### src/hw/txd_pkg.sv
// Purpose: Shared constants and types for transmit control word decode
// Assumes: 32-bit control words, 32-bit classic Wishbone register bus
// Notes:   Bit positions, offsets and reset values are named once here
package txd_pkg;
    // Control word field positions
    localparam int BIT_FIRST_CHUNK = 29;
    localparam int BIT_KIND_HIGH   = 28;
    localparam int BIT_CONFIG      = 27;
    localparam int BIT_CRC_INH     = 26;
    localparam int BIT_RING_WRAP   = 25;
    localparam int BIT_CHAIN_NEXT  = 24;
    localparam int BIT_PAD_INH     = 23;
    localparam int BIT_KIND_LOW    = 22;
    localparam int LEN2_MSB        = 21;
    localparam int LEN2_LSB        = 11;
    localparam int LEN1_MSB        = 10;
    localparam int LEN1_LSB        = 0;
    localparam int LEN_W           = 11;
    // Filter table sizes
    localparam logic [4:0] EXACT_TABLE = 5'h10;
    localparam logic [4:0] EXACT_ONE   = 5'h01;
    localparam logic [4:0] EXACT_NONE  = 5'h00;
    // Register byte offsets
    localparam logic [3:0] OFS_CTRL   = 4'h0;
    localparam logic [3:0] OFS_STATUS = 4'h4;
    localparam logic [3:0] OFS_COUNT  = 4'h8;
    localparam logic [3:0] OFS_LAST   = 4'hC;
    // Reset values
    localparam logic        CTRL_EN_RST = 1'b1;
    localparam logic [31:0] WORD_RST    = 32'h0000_0000;
    // Command kinds toward the transmit datapath
    typedef enum logic [1:0] {CMD_BUF1, CMD_BUF2, CMD_SETUP, CMD_NEXT} cmd_kind_type;
    // Where the next descriptor comes from
    typedef enum logic [1:0] {NEXT_SEQ, NEXT_BASE, NEXT_ADDR2} next_sel_type;
    // Address filter modes, encoded as the two-bit kind code
    typedef enum logic [1:0] {
        FILT_PERFECT = 2'h0, FILT_HASH = 2'h1, FILT_INVERSE = 2'h2, FILT_HASH_ONLY = 2'h3
    } filt_mode_type;

    // Next-descriptor choice; ring wrap beats chaining
    function automatic next_sel_type next_sel_of(input logic [31:0] w);
        if (w[BIT_RING_WRAP]) begin
            return NEXT_BASE;
        end else if (w[BIT_CHAIN_NEXT]) begin
            return NEXT_ADDR2;
        end
        return NEXT_SEQ;
    endfunction
endpackage

### src/hw/txd_buf2.sv
// Purpose: Small valid/ready buffer ahead of the decoder
// Assumes: DEPTH is a power of two, at least two
// Notes:   in_ready_o falls when full, so the source stalls
`timescale 1ns/100ps
module txd_buf2 #(
    parameter int WIDTH = 32,
    parameter int DEPTH = 2
) (
    input  wire logic             clk_i,
    input  wire logic             rst_i,
    input  wire logic [WIDTH-1:0] in_data_i,
    input  wire logic             in_valid_i,
    output logic                  in_ready_o,
    output logic      [WIDTH-1:0] out_data_o,
    output logic                  out_valid_o,
    input  wire logic             out_ready_i
);
    localparam int AW = $clog2(DEPTH);
    logic [WIDTH-1:0] mem [DEPTH];  // Storage
    logic [AW:0]      wr_r;         // Write pointer with wrap bit
    logic [AW:0]      rd_r;         // Read pointer with wrap bit
    logic             push;
    logic             pop;

    // Honest full and empty from pointer compare
    assign in_ready_o  = (wr_r - rd_r) != (AW+1)'(DEPTH);
    assign out_valid_o = wr_r != rd_r;
    assign out_data_o  = mem[rd_r[AW-1:0]];
    assign push        = in_valid_i && in_ready_o;
    assign pop         = out_valid_o && out_ready_i;

    // Storage write
    always_ff @(posedge clk_i) begin
        if (push) begin
            mem[wr_r[AW-1:0]] <= in_data_i;
        end
    end

    // Pointers
    always_ff @(posedge clk_i) begin
        if (rst_i) begin
            wr_r <= '0;
            rd_r <= '0;
        end else begin
            wr_r <= wr_r + (AW+1)'(push);
            rd_r <= rd_r + (AW+1)'(pop);
        end
    end
endmodule

### src/hw/txd_ctl_decode.sv
// Purpose: Decode transmit control words into buffer and next-pointer steps
// Assumes: Words arrive from fetch logic on clk_i; datapath takes cmd_* steps
// Notes:   One descriptor at a time; filter mode changes only on setup words
//
// The Wishbone register port and the placing of the registers were chosen for this implementation.
`timescale 1ns/100ps
module txd_ctl_decode
    import txd_pkg::*;
#(
    parameter int BUF_DEPTH = 2
) (
    input  wire logic        clk_i,
    input  wire logic        rst_i,
    input  wire logic [31:0] desc_word_i,
    input  wire logic        desc_valid_i,
    output logic             desc_ready_o,
    output logic             cmd_valid_o,
    input  wire logic        cmd_ready_i,
    output cmd_kind_type     cmd_kind_o,
    output logic [LEN_W-1:0] cmd_len_o,
    output next_sel_type     next_sel_o,
    output logic             frame_crc_o,
    output logic             frame_pad_o,
    output filt_mode_type    filt_mode_o,
    output logic [4:0]       filt_exact_o,
    output logic             filt_hash_o,
    output logic             filt_inverse_o,
    input  wire logic        wb_cyc_i,
    input  wire logic        wb_stb_i,
    input  wire logic        wb_we_i,
    input  wire logic [3:0]  wb_adr_i,
    input  wire logic [3:0]  wb_sel_i,
    input  wire logic [31:0] wb_dat_i,
    output logic      [31:0] wb_dat_o,
    output logic             wb_ack_o
);
    typedef enum logic [2:0] {S_IDLE, S_BUF1, S_BUF2, S_SETUP, S_NEXT} state_type;

    state_type        state_r;    // Step being offered
    state_type        state_nxt;
    logic [31:0]      word_r;     // Descriptor being worked
    logic [31:0]      word_in;    // Head of the buffer
    logic             word_vld;   // Head valid
    logic             take;       // Head word accepted this cycle
    logic             step_done;  // Current step accepted downstream
    logic             enable;     // Software enable
    cmd_kind_type     kind_r;     // Offered step kind
    logic [LEN_W-1:0] len_r;      // Offered step length
    next_sel_type     sel_r;      // Next-descriptor choice
    logic             crc_r;      // Frame appends CRC
    logic             pad_r;      // Frame pads short (CRC set separately)
    filt_mode_type    filt_r;     // Current filter mode
    logic [31:0]      count_r;    // Descriptors taken
    logic             chain_w;    // Word under work is chained
    logic [LEN_W-1:0] len1_w;
    logic [LEN_W-1:0] len2_w;

    // Input buffer, stalls fetch once it is full while the decoder is busy
    txd_buf2 #(
        .WIDTH (32),
        .DEPTH (BUF_DEPTH)
    ) u_buf (
        .clk_i       (clk_i),
        .rst_i       (rst_i),
        .in_data_i   (desc_word_i),
        .in_valid_i  (desc_valid_i),
        .in_ready_o  (desc_ready_o),
        .out_data_o  (word_in),
        .out_valid_o (word_vld),
        .out_ready_i (take)
    );

    // Register file
    txd_regs u_regs (
        .clk_i    (clk_i),
        .rst_i    (rst_i),
        .wb_cyc_i (wb_cyc_i),
        .wb_stb_i (wb_stb_i),
        .wb_we_i  (wb_we_i),
        .wb_adr_i (wb_adr_i),
        .wb_sel_i (wb_sel_i),
        .wb_dat_i (wb_dat_i),
        .wb_dat_o (wb_dat_o),
        .wb_ack_o (wb_ack_o),
        .enable_o (enable),
        .status_i ({28'h0, state_r != S_IDLE, 1'b0, filt_r}),
        .count_i  (count_r),
        .last_i   (word_r)
    );

    // Handshake and outputs
    assign take        = word_vld && enable && state_r == S_IDLE;
    assign step_done   = cmd_valid_o && cmd_ready_i;
    assign cmd_valid_o = state_r != S_IDLE;
    assign cmd_kind_o  = kind_r;
    assign cmd_len_o   = len_r;
    assign next_sel_o  = sel_r;
    assign frame_crc_o = crc_r;
    assign frame_pad_o = pad_r;
    assign filt_mode_o = filt_r;
    assign chain_w     = word_r[BIT_CHAIN_NEXT];
    assign len1_w      = word_r[LEN1_MSB:LEN1_LSB];
    assign len2_w      = word_r[LEN2_MSB:LEN2_LSB];

    // Step sequencing
    always_comb begin
        state_nxt = state_r;
        unique case (state_r)
            S_IDLE: begin
                if (take && word_in[BIT_CONFIG]) begin
                    state_nxt = S_SETUP;
                end else if (take && word_in[LEN1_MSB:LEN1_LSB] != '0) begin
                    state_nxt = S_BUF1;
                end else if (take && !word_in[BIT_CHAIN_NEXT]
                             && word_in[LEN2_MSB:LEN2_LSB] != '0) begin
                    state_nxt = S_BUF2;
                end else if (take) begin
                    state_nxt = S_NEXT;
                end
            end
            S_BUF1: begin
                if (step_done && !chain_w && len2_w != '0) begin
                    state_nxt = S_BUF2;
                end else if (step_done) begin
                    state_nxt = S_NEXT;
                end
            end
            S_BUF2, S_SETUP: begin
                if (step_done) begin
                    state_nxt = S_NEXT;
                end
            end
            S_NEXT: begin
                if (step_done) begin
                    state_nxt = S_IDLE;
                end
            end
        endcase
    end

    // State register
    always_ff @(posedge clk_i) begin
        if (rst_i) begin
            state_r <= S_IDLE;
        end else begin
            state_r <= state_nxt;
        end
    end

    // Step kind and length, loaded only on a change of step so a stall holds them
    always_ff @(posedge clk_i) begin
        if (rst_i) begin
            kind_r <= CMD_NEXT;
            len_r  <= '0;
        end else if (state_nxt != state_r) begin
            unique case (state_nxt)
                S_BUF1: begin
                    kind_r <= CMD_BUF1;
                    len_r  <= word_in[LEN1_MSB:LEN1_LSB];
                end
                S_BUF2: begin
                    kind_r <= CMD_BUF2;
                    len_r  <= (state_r == S_IDLE) ? word_in[LEN2_MSB:LEN2_LSB] : len2_w;
                end
                S_SETUP: begin
                    kind_r <= CMD_SETUP;
                    len_r  <= word_in[LEN1_MSB:LEN1_LSB];
                end
                S_NEXT: begin
                    kind_r <= CMD_NEXT;
                    len_r  <= '0;
                end
                default: begin
                    kind_r <= kind_r;
                    len_r  <= len_r;
                end
            endcase
        end
    end

    // Descriptor capture, next choice and count
    always_ff @(posedge clk_i) begin
        if (rst_i) begin
            word_r  <= WORD_RST;
            sel_r   <= NEXT_SEQ;
            count_r <= '0;
        end else if (take) begin
            word_r  <= word_in;
            sel_r   <= next_sel_of(word_in);
            count_r <= count_r + 32'h1;
        end
    end

    // Per-frame CRC and pad settings, latched on the opening chunk
    always_ff @(posedge clk_i) begin
        if (rst_i) begin
            crc_r <= 1'b1;
            pad_r <= 1'b1;
        end else if (take && word_in[BIT_FIRST_CHUNK] && !word_in[BIT_CONFIG]) begin
            crc_r <= !word_in[BIT_CRC_INH];
            pad_r <= !word_in[BIT_PAD_INH];
        end
    end

    // Filter mode, changed only by setup words
    always_ff @(posedge clk_i) begin
        if (rst_i) begin
            filt_r <= FILT_PERFECT;
        // code from bits 28 and 22
        end else if (take && word_in[BIT_CONFIG]) begin
            filt_r <= filt_mode_type'({word_in[BIT_KIND_HIGH], word_in[BIT_KIND_LOW]});
        end
    end

    // Filter table shape per mode
    always_comb begin
        unique case (filt_r)
            FILT_PERFECT: begin
                filt_exact_o   = EXACT_TABLE;
                filt_hash_o    = 1'b0;
                filt_inverse_o = 1'b0;
            end
            FILT_HASH: begin
                filt_exact_o   = EXACT_ONE;
                filt_hash_o    = 1'b1;
                filt_inverse_o = 1'b0;
            end
            FILT_INVERSE: begin
                filt_exact_o   = EXACT_TABLE;
                filt_hash_o    = 1'b0;
                filt_inverse_o = 1'b1;
            end
            FILT_HASH_ONLY: begin
                filt_exact_o   = EXACT_NONE;
                filt_hash_o    = 1'b1;
                filt_inverse_o = 1'b0;
            end
        endcase
    end

    // Checks
    property p_setup_step;
        @(posedge clk_i) disable iff (rst_i)
        take && word_in[BIT_CONFIG] |=> cmd_valid_o && cmd_kind_o == CMD_SETUP;
    endproperty
    a_setup_step: assert property (p_setup_step) else $error("setup step missing");

    property p_crc_inh;
        @(posedge clk_i) disable iff (rst_i)
        take && word_in[BIT_FIRST_CHUNK] && !word_in[BIT_CONFIG] |=>
            frame_crc_o == !$past(word_in[BIT_CRC_INH]);
    endproperty
    a_crc_inh: assert property (p_crc_inh) else $error("crc setting wrong");

    property p_crc_later;
        @(posedge clk_i) disable iff (rst_i)
        take && !word_in[BIT_FIRST_CHUNK] |=> $stable(frame_crc_o) && $stable(frame_pad_o);
    endproperty
    a_crc_later: assert property (p_crc_later) else $error("crc changed mid frame");

    property p_ring;
        @(posedge clk_i) disable iff (rst_i)
        take && word_in[BIT_RING_WRAP] |=> next_sel_o == NEXT_BASE;
    endproperty
    a_ring: assert property (p_ring) else $error("ring wrap not taken");

    property p_chain;
        @(posedge clk_i) disable iff (rst_i)
        take && word_in[BIT_CHAIN_NEXT] && !word_in[BIT_RING_WRAP] |=>
            next_sel_o == NEXT_ADDR2;
    endproperty
    a_chain: assert property (p_chain) else $error("chain not taken");

    property p_pad;
        @(posedge clk_i) disable iff (rst_i)
        take && word_in[BIT_FIRST_CHUNK] && !word_in[BIT_CONFIG] |=>
            frame_pad_o == !$past(word_in[BIT_PAD_INH]);
    endproperty
    a_pad: assert property (p_pad) else $error("pad setting wrong");

    property p_chain_skip2;
        @(posedge clk_i) disable iff (rst_i)
        state_r == S_BUF1 && step_done && chain_w |=> cmd_kind_o == CMD_NEXT;
    endproperty
    a_chain_skip2: assert property (p_chain_skip2) else $error("chained buf2 used");

    property p_empty;
        @(posedge clk_i) disable iff (rst_i)
        take && !word_in[BIT_CONFIG] && word_in[LEN1_MSB:LEN1_LSB] == '0
            && (word_in[BIT_CHAIN_NEXT] || word_in[LEN2_MSB:LEN2_LSB] == '0)
            |=> cmd_kind_o == CMD_NEXT;
    endproperty
    a_empty: assert property (p_empty) else $error("empty buffers not skipped");

    property p_order;
        @(posedge clk_i) disable iff (rst_i)
        state_r == S_BUF1 && step_done && !chain_w && len2_w != '0 |=>
            cmd_kind_o == CMD_BUF2 && cmd_len_o == $past(len2_w);
    endproperty
    a_order: assert property (p_order) else $error("buffer order wrong");

    property p_filt_hold;
        @(posedge clk_i) disable iff (rst_i)
        take && !word_in[BIT_CONFIG] |=> $stable(filt_mode_o);
    endproperty
    a_filt_hold: assert property (p_filt_hold) else $error("filter changed");

    property p_inverse;
        @(posedge clk_i) disable iff (rst_i)
        take && word_in[BIT_CONFIG] && word_in[BIT_KIND_HIGH] && !word_in[BIT_KIND_LOW]
            |=> filt_inverse_o && filt_exact_o == EXACT_TABLE;
    endproperty
    a_inverse: assert property (p_inverse) else $error("inverse mode wrong");

    c_two_buf: cover property (@(posedge clk_i) disable iff (rst_i)
        cmd_kind_o == CMD_BUF1 && step_done ##1 cmd_kind_o == CMD_BUF2);
    c_setup: cover property (@(posedge clk_i) disable iff (rst_i)
        cmd_kind_o == CMD_SETUP && step_done);
    c_full: cover property (@(posedge clk_i) disable iff (rst_i)
        desc_valid_i && !desc_ready_o);
endmodule

### src/hw/txd_regs.sv
// Purpose: Classic Wishbone slave holding control and status words
// Assumes: Single-cycle classic requests, 32-bit data
// Notes:   Ack one cycle after the request; unmapped reads give zero
`timescale 1ns/100ps
module txd_regs
    import txd_pkg::*;
(
    input  wire logic        clk_i,
    input  wire logic        rst_i,
    input  wire logic        wb_cyc_i,
    input  wire logic        wb_stb_i,
    input  wire logic        wb_we_i,
    input  wire logic [3:0]  wb_adr_i,
    input  wire logic [3:0]  wb_sel_i,
    input  wire logic [31:0] wb_dat_i,
    output logic      [31:0] wb_dat_o,
    output logic             wb_ack_o,
    output logic             enable_o,
    input  wire logic [31:0] status_i,
    input  wire logic [31:0] count_i,
    input  wire logic [31:0] last_i
);
    logic        ack_r;  // Answer strobe
    logic        en_r;   // Decoder enable
    logic [31:0] dat_r;  // Read data

    assign wb_ack_o = ack_r;
    assign wb_dat_o = dat_r;
    assign enable_o = en_r;

    // Ack, dropped in the cycle after; read data follows the address every cycle
    always_ff @(posedge clk_i) begin
        if (rst_i) begin
            ack_r <= 1'b0;
            dat_r <= WORD_RST;
        end else begin
            ack_r <= wb_cyc_i && wb_stb_i && !ack_r;
            unique case (wb_adr_i)
                OFS_CTRL:   dat_r <= {31'h0, en_r};
                OFS_STATUS: dat_r <= status_i;
                OFS_COUNT:  dat_r <= count_i;
                OFS_LAST:   dat_r <= last_i;
                default:    dat_r <= WORD_RST;
            endcase
        end
    end

    // Write takes effect on the acking edge
    always_ff @(posedge clk_i) begin
        if (rst_i) begin
            en_r <= CTRL_EN_RST;
        end else if (ack_r && wb_we_i && wb_sel_i[0] && wb_adr_i == OFS_CTRL) begin
            en_r <= wb_dat_i[0];
        end
    end
endmodule

### config.mk
export PLATFORM = sky130hd
export DESIGN_NAME = txd_ctl_decode
export DESIGN_NICKNAME = d
export VERILOG_FILES = /design/src/hw/txd_pkg.sv /design/src/hw/txd_buf2.sv /design/src/hw/txd_ctl_decode.sv /design/src/hw/txd_regs.sv
export SDC_FILE = /design/constraint.sdc
export NUM_CORES = 1
export LEC_CHECK = 0
export ABC_AREA = 0
export BUFFER_PORTS_ARGS = -buffer_cell sky130_fd_sc_hd__buf_2
export CAP_MARGIN = 20
export CORE_AREA = 2 2 133 135
export CTS_BUF_LIST = sky130_fd_sc_hd__clkbuf_8
export DETAILED_ROUTE_END_ITERATION = 7
export DIE_AREA = 0 0 135 137
export PLACE_DENSITY = 0.79
export SKIP_LAST_GASP = 1
export SYNTH_ARGS = -nofsm -noshare
export SYNTH_HDL_FRONTEND = slang
export SYNTH_HIERARCHICAL = 1
export SYNTH_SLANG_ARGS = --single-unit
### constraint.sdc
create_clock -name clk_i -period 3.9 [get_ports clk_i]
set_clock_uncertainty 0.1 [all_clocks]
set_input_delay 0.78 -clock clk_i [delete_from_list [all_inputs] [get_ports clk_i]]
set_output_delay 0.78 -clock clk_i [all_outputs]
set_load 0.02 [all_outputs]
==> flow_metrics.py, run 1 <==
metrics = {
    "timing": {
        "fin_setup_tns_ns": 0,
        "fmax_mhz": 296.8,
        "tightestPinTransition_ns": 1.046,
        "period_share_pct": 86.40,
        "hold_viol": 0,
        "maxSlewHeadroom_pct": 30.26,
        "fin_crit_ns": 3.370,
        "setup_viol": 0,
        "rsz0062_at_grt": "no",
        "hold_ws_ns": 0.3517,
        "drv_slew": 0,
    },
    "synth": {
        "yosysTopAreaCellShare_pct": 29.40,
        "syn_area_mm2": 0.008444,
        "synth_cell_types": 69,
        "synth_async_sr_flop_share_pct": 0,
        "synth_area_leader_cell": "dfxtp_1",
        "yosys_register_bits": 188,
        "synth_area_per_cell_um2": 11.05,
        "yosysWarnings": 6,
        "syn_inst": 764,
        "synth_most_common_cell": "dfxtp_1",
        "ys.flop_type": "dfxtp_1",
        "synth_common_cells": "dfxtp_1 (124), nand2_1 (111), nor2_1 (76)",
        "synth_area_leaders": "dfxtp_1 (29%), edfxtp_1 (23%), mux2_4 (5.3%), nand2_1 (4.9%), nor2_1 (3.4%)",
        "synth_edf_count": 64,
        "ys_seq_area_share_pct": 52.16,
    },
    "routing": {
        "dr.pass1.iters": 6,
        "drt_wl_total_um": 18040,
        "antenna_left": 0,
        "wl_per_cell_um": 16.21,
        "drc": 0,
        "first_iter_violations": 583,
        "num_vias": 6101,
        "viasPerCell": 5.482,
    },
    "floorplanning": {
        "die_width_um": 135,
        "io_pins": 140,
        "die_h_um": 137,
        "fp-row-count": 48,
        "start_util_pct": 49.51,
        "dieArea_mm2": 0.01850,
        "core_area_mm2": 0.01706,
    },
    "place": {
        "dp_cells": 1081,
        "hpwl_um": 12610,
        "numPortBuffers": 102,
        "gp_congestion": 0.9088,
    },
    "cts": {
        "cts_resized": 0,
        "cts_buffers": 17,
        "clk_latency_ns": 0.47,
        "clkTransAtPathRegs_ns": 0.09,
        "postCtsSetupBuffers": 0,
        "cts.sinks": 188,
        "tritoncts": "yes",
        "clockBufferDepth": 2,
        "htree_levels": 4,
        "cts_hold_buf": 0,
        "clockRootBuffer": "clkbuf_8",
    },
    "power_and_ir_drop": {
        "p_leak_nw": 3.581,
        "power_mw": 6.935,
        "irDropWorstVdd_mv": 0.3485,
        "power_density_mw_per_mm2": 732.4,
    },
    "cells_and_area": {
        "finalNonFillerCells": 1113,
        "finalNetCount": 958,
        "final_util_pct": 55.52,
        "area_delta_synth_final_pct": 12.14,
        "drive_above_1_share_pct": 24.89,
        "n_antenna_cell": 0,
    },
    "setup_path": {
        "critPathKind": "reg -> reg",
        "crit_path_max_fanout": 13,
        "reg2reg_depth": 8,
        "r2r_end": "cmd_len_o[0]$_SDFFE_PP0P_",
        "startpoint_type": "flop",
        "rr_startpoint": "u_buf/rd_r[0]$_SDFF_PP0_",
        "arrival_ns": 3.58,
        "r2r_slack_ns": 0.53,
        "cp.required_ns": 4.11,
        "cp-end-kind": "flop",
    },
    "worst_hold_path": {
        "holdPathStages": 1,
        "min_path_type": "reg -> reg",
        "min_from": "u_regs/wb_ack_o$_SDFF_PP0_",
        "hold-path-endpoint": "u_regs/wb_ack_o$_SDFF_PP0_",
    },
    "status": {
        "status": "finished clean",
    },
    "global_routing": {
        "grt_max_degree": 95,
        "grt_pass1_wl_um": 28560,
        "grt_pass1_vias": 5578,
        "grt_use_total_pct": 20.00,
        "antenna_found_initial": 0,
        "gr-total-overflow": 0,
    },
    "flow_run": {
        "max_cap_viol_count": 0,
    },
}
-- stage by stage --
step	worst slack [ns]	instance area (µm²)
6_report	0.5304	9469
5_1_grt	0.3047	9469
4_1_cts	0.5421	9469
3_5_place_dp	0.5615	9096
3_3_place_gp	0.4109	9089
2_1_floorplan	1.235	8561
-- state kept, by name, indices dropped and copies added (netlist names) --
register	cells
u_buf/wr_r	2
u_regs/wb_ack_o	1
u_regs/wb_dat_o	32
u_buf/mem	64
cmd_kind_o	2
state_r	3
cmd_len_o	11
next_sel_o	2
count_r	32
filt_mode_o	2
u_regs/enable_o	1
frame_crc_o	1
u_buf/rd_r	2
frame_pad_o	1
word_r	32
-- critical path, cell delays in order (launching register included) --
cell and delay [ns]:
dfxtp_2 0.58, buf_4 0.27, mux2_4 0.34, nor4_1 0.41, and4_1 0.31, nor3_2 0.08
o31ai_4 0.64, o22a_4 0.38, a211oi_2 0.10
-- cell usage in the layout (no fill, tap or decap), types with 11 or more instances in the layout --
cell type / instances
a211oi_2: 11
a21oi_1: 41
a222oi_1: 12
a22oi_1: 19
buf_2: 102
buf_4: 14
clkbuf_8: 17
conb_1: 32
dfxtp_1: 123
edfxtp_1: 64
mux2_1: 19
mux2_4: 30
nand2_1: 111
nand3_1: 24
nand4b_1: 12
nor2_1: 76
o32ai_1: 11
xnor2_1: 16
xor2_1: 19
-- worst max-delay path by stage --
stage / cells after the start / slack [ns] / from / to
detailed placement: 9 / 0.56 / u_buf/rd_r[0]$_SDFF_PP0_ / cmd_len_o[2]$_SDFFE_PP0P_
global placement: 8 / 0.41 / u_buf/rd_r[0]$_SDFF_PP0_ / cmd_len_o[1]$_SDFFE_PP0P_
floorplan: 10 / 1.23 / u_buf/rd_r[0]$_SDFF_PP0_ / cmd_len_o[0]$_SDFFE_PP0P_
CTS: 9 / 0.54 / u_buf/rd_r[0]$_SDFF_PP0_ / cmd_len_o[3]$_SDFFE_PP0P_
finish: 8 / 0.53 / u_buf/rd_r[0]$_SDFF_PP0_ / cmd_len_o[0]$_SDFFE_PP0P_
global route: 9 / 0.30 / u_buf/rd_r[0]$_SDFF_PP0_ / cmd_len_o[6]$_SDFFE_PP0P_
-- report_power, final --
part           total [mW]  switching [mW]  internal (mW)
sequential           2.57           0.240           2.33
clock                1.21           0.702          0.512
combinational        3.15            1.92           1.23
total                6.94            2.86           4.07
-- cell type report --
class / count / area [µm²]
Sequential cell: 188 / 4405
Tap cell: 225 / 281.5
Clock inverter: 15 / 138.9
Multi-Input combinational cell: 543 / 3744
Inverter: 8 / 30.03
Clock buffer: 17 / 234.0
Timing Repair Buffer: 117 / 635.6
Fill cell: 1504 / 7587
-- layer usage --
layer	track usage, %	wire length, µm	vias to the layer above
met1	27.15	8226	2904
li1	-	-	2972
met5	0	0	-
met3	4.148	1039	34
met2	31.56	8371	191
met4	7.813	398	0
-- kinds of logic (layout without fill, tap and decap cells) --
kind of cell	Yosys count	after routing	synth area share, %
multiplexers	53	53	8.564
AND/OR/NAND/NOR	288	288	17.02
flip-flops	188	188	52.16
AO/OA/AOI/OAI	131	131	13.10
adder cells (fa/ha/maj)	4	4	0.5927
buffers and inverters	64	157	4.890
XOR/XNOR	35	35	3.630
other	1	32	0.04441
No activity file was read; power rests on OpenSTA's default activity.
==> inputs of run 2 (changes only) <==
- CAP_MARGIN: 20 -> not set
- CORE_AREA: 2 2 133 135 -> 2 2 126 128
- DIE_AREA: 0 0 135 137 -> 0 0 128 130
- SYNTH_HIERARCHICAL: 1 -> not set
==> flow_metrics.py, run 2 <==
metrics = {
    "routing": {
        "num_vias": 5385,
        "first_iter_violations": 476,
        "drt_wl_total_um": 16080,
        "wl_per_cell_um": 16.32,
        "drc": 0,
        "viasPerCell": 5.467,
        "dr.pass1.iters": 6,
        "antenna_left": 0,
    },
    "synth": {
        "yosysTopAreaCellShare_pct": 32.73,
        "synth_area_per_cell_um2": 10.90,
        "synth_area_leaders": "dfxtp_1 (33%), edfxtp_1 (26%), nor2_1 (6.2%), mux2i_1 (4.5%), a211oi_1 (3.6%)",
        "synth_async_sr_flop_share_pct": 0,
        "yosys_register_bits": 187,
        "syn_inst": 690,
        "synth_edf_count": 64,
        "yosysWarnings": 0,
        "synth_most_common_cell": "nor2_1",
        "ys_seq_area_share_pct": 58.27,
        "synth_area_leader_cell": "dfxtp_1",
        "syn_area_mm2": 0.007523,
        "ys.flop_type": "dfxtp_1",
        "synth_common_cells": "nor2_1 (125), dfxtp_1 (123), edfxtp_1 (64)",
        "synth_cell_types": 59,
    },
    "timing": {
        "drv_slew": 0,
        "rsz0062_at_grt": "no",
        "setup_viol": 0,
        "fin_setup_tns_ns": 0,
        "layout_setup_ws_ns": 0.7910,
        "hold_ws_ns": 0.3811,
        "hold_viol": 0,
        "period_share_pct": 79.72,
        "maxSlewHeadroom_pct": 31.60,
        "fmax_mhz": 321.6,
        "tightestPinTransition_ns": 1.026,
        "fin_crit_ns": 3.109,
    },
    "global_routing": {
        "gr-total-overflow": 0,
        "antenna_found_initial": 1,
        "grt_pass1_vias": 4954,
        "grt_use_total_pct": 19.85,
        "grt_max_degree": 40,
        "grt_pass1_wl_um": 25320,
    },
    "cells_and_area": {
        "finalNetCount": 863,
        "layout_commonest_cell": "nor2_1",
        "fillCellCount": 1342,
        "drive_above_1_share_pct": 21.69,
        "final_util_pct": 55.55,
        "n_antenna_cell": 0,
        "largest_reg_flops": 64,
        "area_delta_synth_final_pct": 13.89,
        "final_cell_mix": "nor2_1 (125), dfxtp_1 (122), buf_2 (102)",
    },
    "place": {
        "hpwl_um": 11530,
        "numPortBuffers": 102,
        "gp_congestion": 0.8817,
        "pre_cts_ws_ns": 0.8581,
    },
    "floorplanning": {
        "start_util_pct": 48.78,
        "die_width_um": 128,
        "core_area_mm2": 0.01542,
        "die_h_um": 130,
        "dieArea_mm2": 0.01664,
        "fp-row-count": 46,
        "io_pins": 140,
    },
    "worst_hold_path": {
        "holdPathStages": 2,
        "min_path_type": "reg -> reg",
        "min_from": "frame_crc_o$_SDFFE_PP1P_",
        "hold-path-endpoint": "frame_crc_o$_SDFFE_PP1P_",
    },
    "cts": {
        "postCtsSetupBuffers": 0,
        "clockRootBuffer": "clkbuf_8",
        "tritoncts": "yes",
        "clk_latency_ns": 0.48,
        "cts_hold_buf": 0,
        "cts_buffers": 17,
        "htree_levels": 4,
        "cts.sinks": 187,
        "cts_resized": 0,
        "clockBufferDepth": 2,
        "clkTransAtPathRegs_ns": 0.09,
    },
    "setup_path": {
        "crit_path_max_fanout": 18,
        "cp-end-kind": "flop",
        "startpoint": "state_r[1]$_SDFF_PP0_",
        "crit_chain": "or4b_4 > a21o_1 > clkinv_2 > nand4_1 > nand3_1 > o211ai_1 > o2111ai_1 > a211oi_2",
        "critPathKind": "reg -> reg",
        "arrival_ns": 3.41,
        "cp_slowest_cell": "o211ai_1",
        "critical_path.max_stage_delay_ns": 0.69,
        "rr_startpoint": "state_r[1]$_SDFF_PP0_",
        "startpoint_type": "flop",
        "path_delay_family": "compound AO/OA/AOI/OAI gates",
        "r2r_end": "cmd_len_o[7]$_SDFFE_PP0P_",
        "reg2reg_depth": 8,
        "r2r_slack_ns": 0.79,
        "critPathBufInv": 1,
        "cp.required_ns": 4.20,
    },
    "power_and_ir_drop": {
        "power.clock.fraction_pct": 21.0,
        "switching_share_pct": 37.01,
        "p_int_mw": 3.778,
        "p_comb_share_pct": 33.9,
        "p_leak_nw": 3.193,
        "p_seq_share_pct": 45.1,
        "power_mw": 5.997,
        "irDropWorstVdd_mv": 0.4693,
        "switching_power_mw": 2.219,
        "power_density_mw_per_mm2": 699.9,
    },
    "status": {
        "status": "finished clean",
    },
    "flow_run": {
        "max_cap_viol_count": 0,
    },
}
==> run 2: cell count changes after synthesis, sizes merged, moves of 12 or more <==
cell and delta:
mux2 -49, a222oi -12, a211oi +34, o21a +12
mux2i +33, nand4b -12, nand2 -83, a22oi +12
nor2 +49, buf -20, a21oi -34, clkbuf +13
==> run 2: how the worst max path moves through the flow <==
stage	cells after the start	slack, ns	to
global route	8	0.56	cmd_len_o[9]$_SDFFE_PP0P_
global placement	8	0.83	cmd_len_o[7]$_SDFFE_PP0P_
finish	8	0.79	cmd_len_o[7]$_SDFFE_PP0P_
detailed placement	8	0.86	cmd_len_o[7]$_SDFFE_PP0P_
CTS	8	0.83	cmd_len_o[7]$_SDFFE_PP0P_
floorplan	10	1.32	count_r[29]$_SDFFE_PP0P_
==> run 2: cell families after synthesis <==
| logic type | after synthesis | share of synthesized area [%] |
|---|---|---|
| other | 1 | 0.04984 |
| DFF | 187 | 58.27 |
| muxes | 36 | 4.823 |
| and+or+nand+nor | 237 | 14.82 |
| AOI/OAI and AO/OA | 133 | 13.85 |
| xor gates and xnor gates | 34 | 3.958 |
| adders and majority gates | 4 | 0.6653 |
| buffers and inverters | 58 | 3.559 |
==> run 2: layout make-up <==
type	instances	area, µm²	share of cell area [%]
Inverter	9	35.03	0.4089
Multi-Input combinational cell	447	2889	33.72
Tap cell	192	240.2	2.804
Sequential cell	187	4385	51.18
Clock buffer	19	261.5	3.052
Timing Repair Buffer	118	630.6	7.360
Clock inverter	13	126.4	1.475
==> run 2: power by group through the flow <==
stage	Combinational [mW]	Sequential (mW)	Clock, mW
3_3_place_gp	1.99	2.72	0
4_1_cts	2.04	2.70	1.27
5_1_grt	2.25	2.74	1.35
6_report	2.03	2.71	1.26
3_5_place_dp	2.02	2.74	0
2_1_floorplan	1.54	2.68	0
==> run 2: routing by layer <==
metal,wire [µm],GRT usage [%],vias up
li1,-,-,2678
met2,7711,31.80,149
met4,328,8.597,2
met3,822,4.305,28
met1,7204,26.24,2528
met5,10,0,-
==> run 2: tightest hold or removal path: stages (launching register included) <==
cell	delay, ns
dfxtp_1	0.33
mux2i_1	0.07
nand2b_1	0.06
==> run 2: metrics by stage <==
step,area (µm²),std cells
final,8568,985
after CTS,8568,985
after global routing,8568,985
after floorplan,7531,692
after detailed placement,8180,953
after global placement,8180,953
==> inputs of run 3 (changes only) <==
- PLACE_DENSITY: 0.79 -> 0.82
- clock period: 3.9 -> 2.8 ns (I/O delays scaled with it)
==> flow_metrics.py, run 3 (synthesis gave the netlist of run 2 again) <==
metrics = {
    "power_and_ir_drop": {
        "switching_power_mw": 3.074,
        "switching_share_pct": 35.89,
        "p_seq_share_pct": 43.6,
        "p_leak_nw": 3.249,
        "power_density_mw_per_mm2": 985.0,
        "p_int_mw": 5.492,
        "irDropWorstVdd_mv": 0.5065,
        "p_comb_share_pct": 34.4,
        "power_mw": 8.566,
        "power.clock.fraction_pct": 22.0,
    },
    "timing": {
        "drv_slew": 0,
        "rsz0062_at_grt": "no",
        "fin_crit_ns": 2.681,
        "hold_viol": 0,
        "tightestPinTransition_ns": 1.018,
        "fmax_mhz": 373.0,
        "hold_ws_ns": 0.1827,
        "fin_setup_tns_ns": 0,
        "maxSlewHeadroom_pct": 32.11,
        "setup_viol": 0,
        "period_share_pct": 95.75,
    },
    "cts": {
        "postCtsSetupBuffers": 0,
        "htree_levels": 4,
        "cts_hold_buf": 0,
        "clockBufferDepth": 2,
        "clockRootBuffer": "clkbuf_8",
        "cts_buffers": 17,
        "cts.sinks": 187,
        "clkTransAtPathRegs_ns": 0.09,
        "clk_latency_ns": 0.47,
        "tritoncts": "yes",
    },
    "routing": {
        "drc": 0,
        "dr.pass1.iters": 5,
        "wirelength_met1_um": 7282,
        "drt_wl_total_um": 15870,
        "wl_met3_um": 924,
        "wl_met2_um": 7278,
        "routed.top_layer": "met4",
        "viasPerCell": 5.460,
        "wl_per_cell_um": 16.01,
        "num_vias": 5411,
        "antenna_left": 0,
        "first_iter_violations": 504,
    },
    "setup_path": {
        "r2r_slack_ns": 0.12,
        "crit_path_max_fanout": 22,
        "reg2reg_depth": 9,
        "arrival_ns": 2.96,
        "r2r_end": "cmd_len_o[1]$_SDFFE_PP0P_",
        "startpoint_type": "flop",
        "cp-end-kind": "flop",
        "rr_startpoint": "u_buf.rd_r[0]$_SDFF_PP0_",
        "critPathKind": "reg -> reg",
        "cp.required_ns": 3.08,
    },
    "cells_and_area": {
        "multi_input_area_mm2": 0.002895,
        "area_delta_synth_final_pct": 15.58,
        "design_area_mm2": 0.008696,
        "n_antenna_cell": 0,
        "final_util_pct": 56.38,
        "fillCellCount": 1297,
        "drive_above_1_share_pct": 22.40,
        "register_area_mm2": 0.004385,
        "finalNetCount": 869,
        "layout_commonest_cell": "nor2_1",
        "final_cell_mix": "nor2_1 (125), dfxtp_1 (122), buf_2 (102)",
        "largest_reg_flops": 64,
    },
    "place": {
        "gp_congestion": 0.8689,
        "hpwl_um": 11410,
        "place_area_mm2": 0.008263,
        "numPortBuffers": 102,
    },
    "flow_run": {
        "max_cap_viol_count": 0,
    },
    "global_routing": {
        "antenna_found_initial": 0,
        "grt_use_total_pct": 19.28,
        "gr-total-overflow": 0,
        "grt_pass1_wl_um": 24520,
        "grt_pass1_vias": 4879,
        "grt_max_degree": 94,
    },
    "floorplanning": {
        "die_h_um": 130,
        "die_width_um": 128,
        "dieArea_mm2": 0.01664,
        "core_area_mm2": 0.01542,
        "start_util_pct": 48.78,
        "fp-row-count": 46,
        "io_pins": 140,
    },
    "worst_hold_path": {
        "min_from": "desc_word_i[26]",
        "min_path_type": "in -> reg",
        "hold-path-endpoint": "u_buf.mem[1][26]$_DFFE_PP_",
        "holdPathStages": 1,
    },
    "status": {
        "status": "finished clean",
    },
}
[run 3: power by group through the flow]
| stage | registers (mW) | logic [mW] | clock network [mW] |
|---|---|---|---|
| final | 3.73 | 2.95 | 1.88 |
| after global routing | 3.78 | 3.22 | 2.03 |
| after CTS | 3.72 | 2.95 | 1.92 |
| after detailed placement | 3.78 | 2.94 | 0 |
| after global placement | 3.77 | 2.89 | 0 |
| after floorplan | 3.73 | 2.14 | 0 |
[run 3: area by class of cell]
cell class | instances | area share (%)
Timing Repair Buffer | 124 | 8.201
Inverter | 9 | 0.4029
Sequential cell | 187 | 50.43
Tap cell | 192 | 2.763
Clock inverter | 14 | 2.058
Clock buffer | 18 | 2.849
Multi-Input combinational cell | 447 | 33.30
[run 3: worst max path at each step]
stage	from	end	slack (ns)	cells after the start
floorplan	state_r[0]$_SDFF_PP0_	count_r[29]$_SDFFE_PP0P_	0.22	10
global placement	u_buf.rd_r[0]$_SDFF_PP0_	cmd_len_o[1]$_SDFFE_PP0P_	0.17	9
detailed placement	u_buf.rd_r[0]$_SDFF_PP0_	cmd_len_o[0]$_SDFFE_PP0P_	0.16	9
CTS	u_buf.rd_r[0]$_SDFF_PP0_	cmd_len_o[1]$_SDFFE_PP0P_	0.12	9
global route	u_buf.rd_r[0]$_SDFF_PP0_	cmd_len_o[1]$_SDFFE_PP0P_	0.002	9
finish	u_buf.rd_r[0]$_SDFF_PP0_	cmd_len_o[1]$_SDFFE_PP0P_	0.12	9
[run 3: metal layers]
metal / vias to the layer above / GRT usage (%)
li1: 2699 / -
met1: 2501 / 26.05
met2: 178 / 29.29
met3: 33 / 5.125
met4: 0 / 8.791
met5: - / 0
[run 3: repair_timing]
item                       4_1_cts  5_1_grt
resized for setup                0        1
hold endpoints to repair         0        0
setup endpoints to repair        0        1
[run 3: critical path, cell delays in order (launching register included)]
cell and delay (ns):
dfxtp_2 0.38, xnor2_1 0.43, a21o_1 0.25, clkinv_2 0.12, and2_1 0.19, a31o_2 0.30
or2_1 0.25, buf_12 0.17, o21a_1 0.19, a211oi_1 0.21
[run 3: metrics by stage]
stage | instances | setup WS, ns
2_1_floorplan | 692 | 0.2161
6_report | 991 | 0.1191
5_1_grt | 991 | 0.001795
4_1_cts | 991 | 0.1164
3_5_place_dp | 959 | 0.1550
3_3_place_gp | 959 | 0.1681
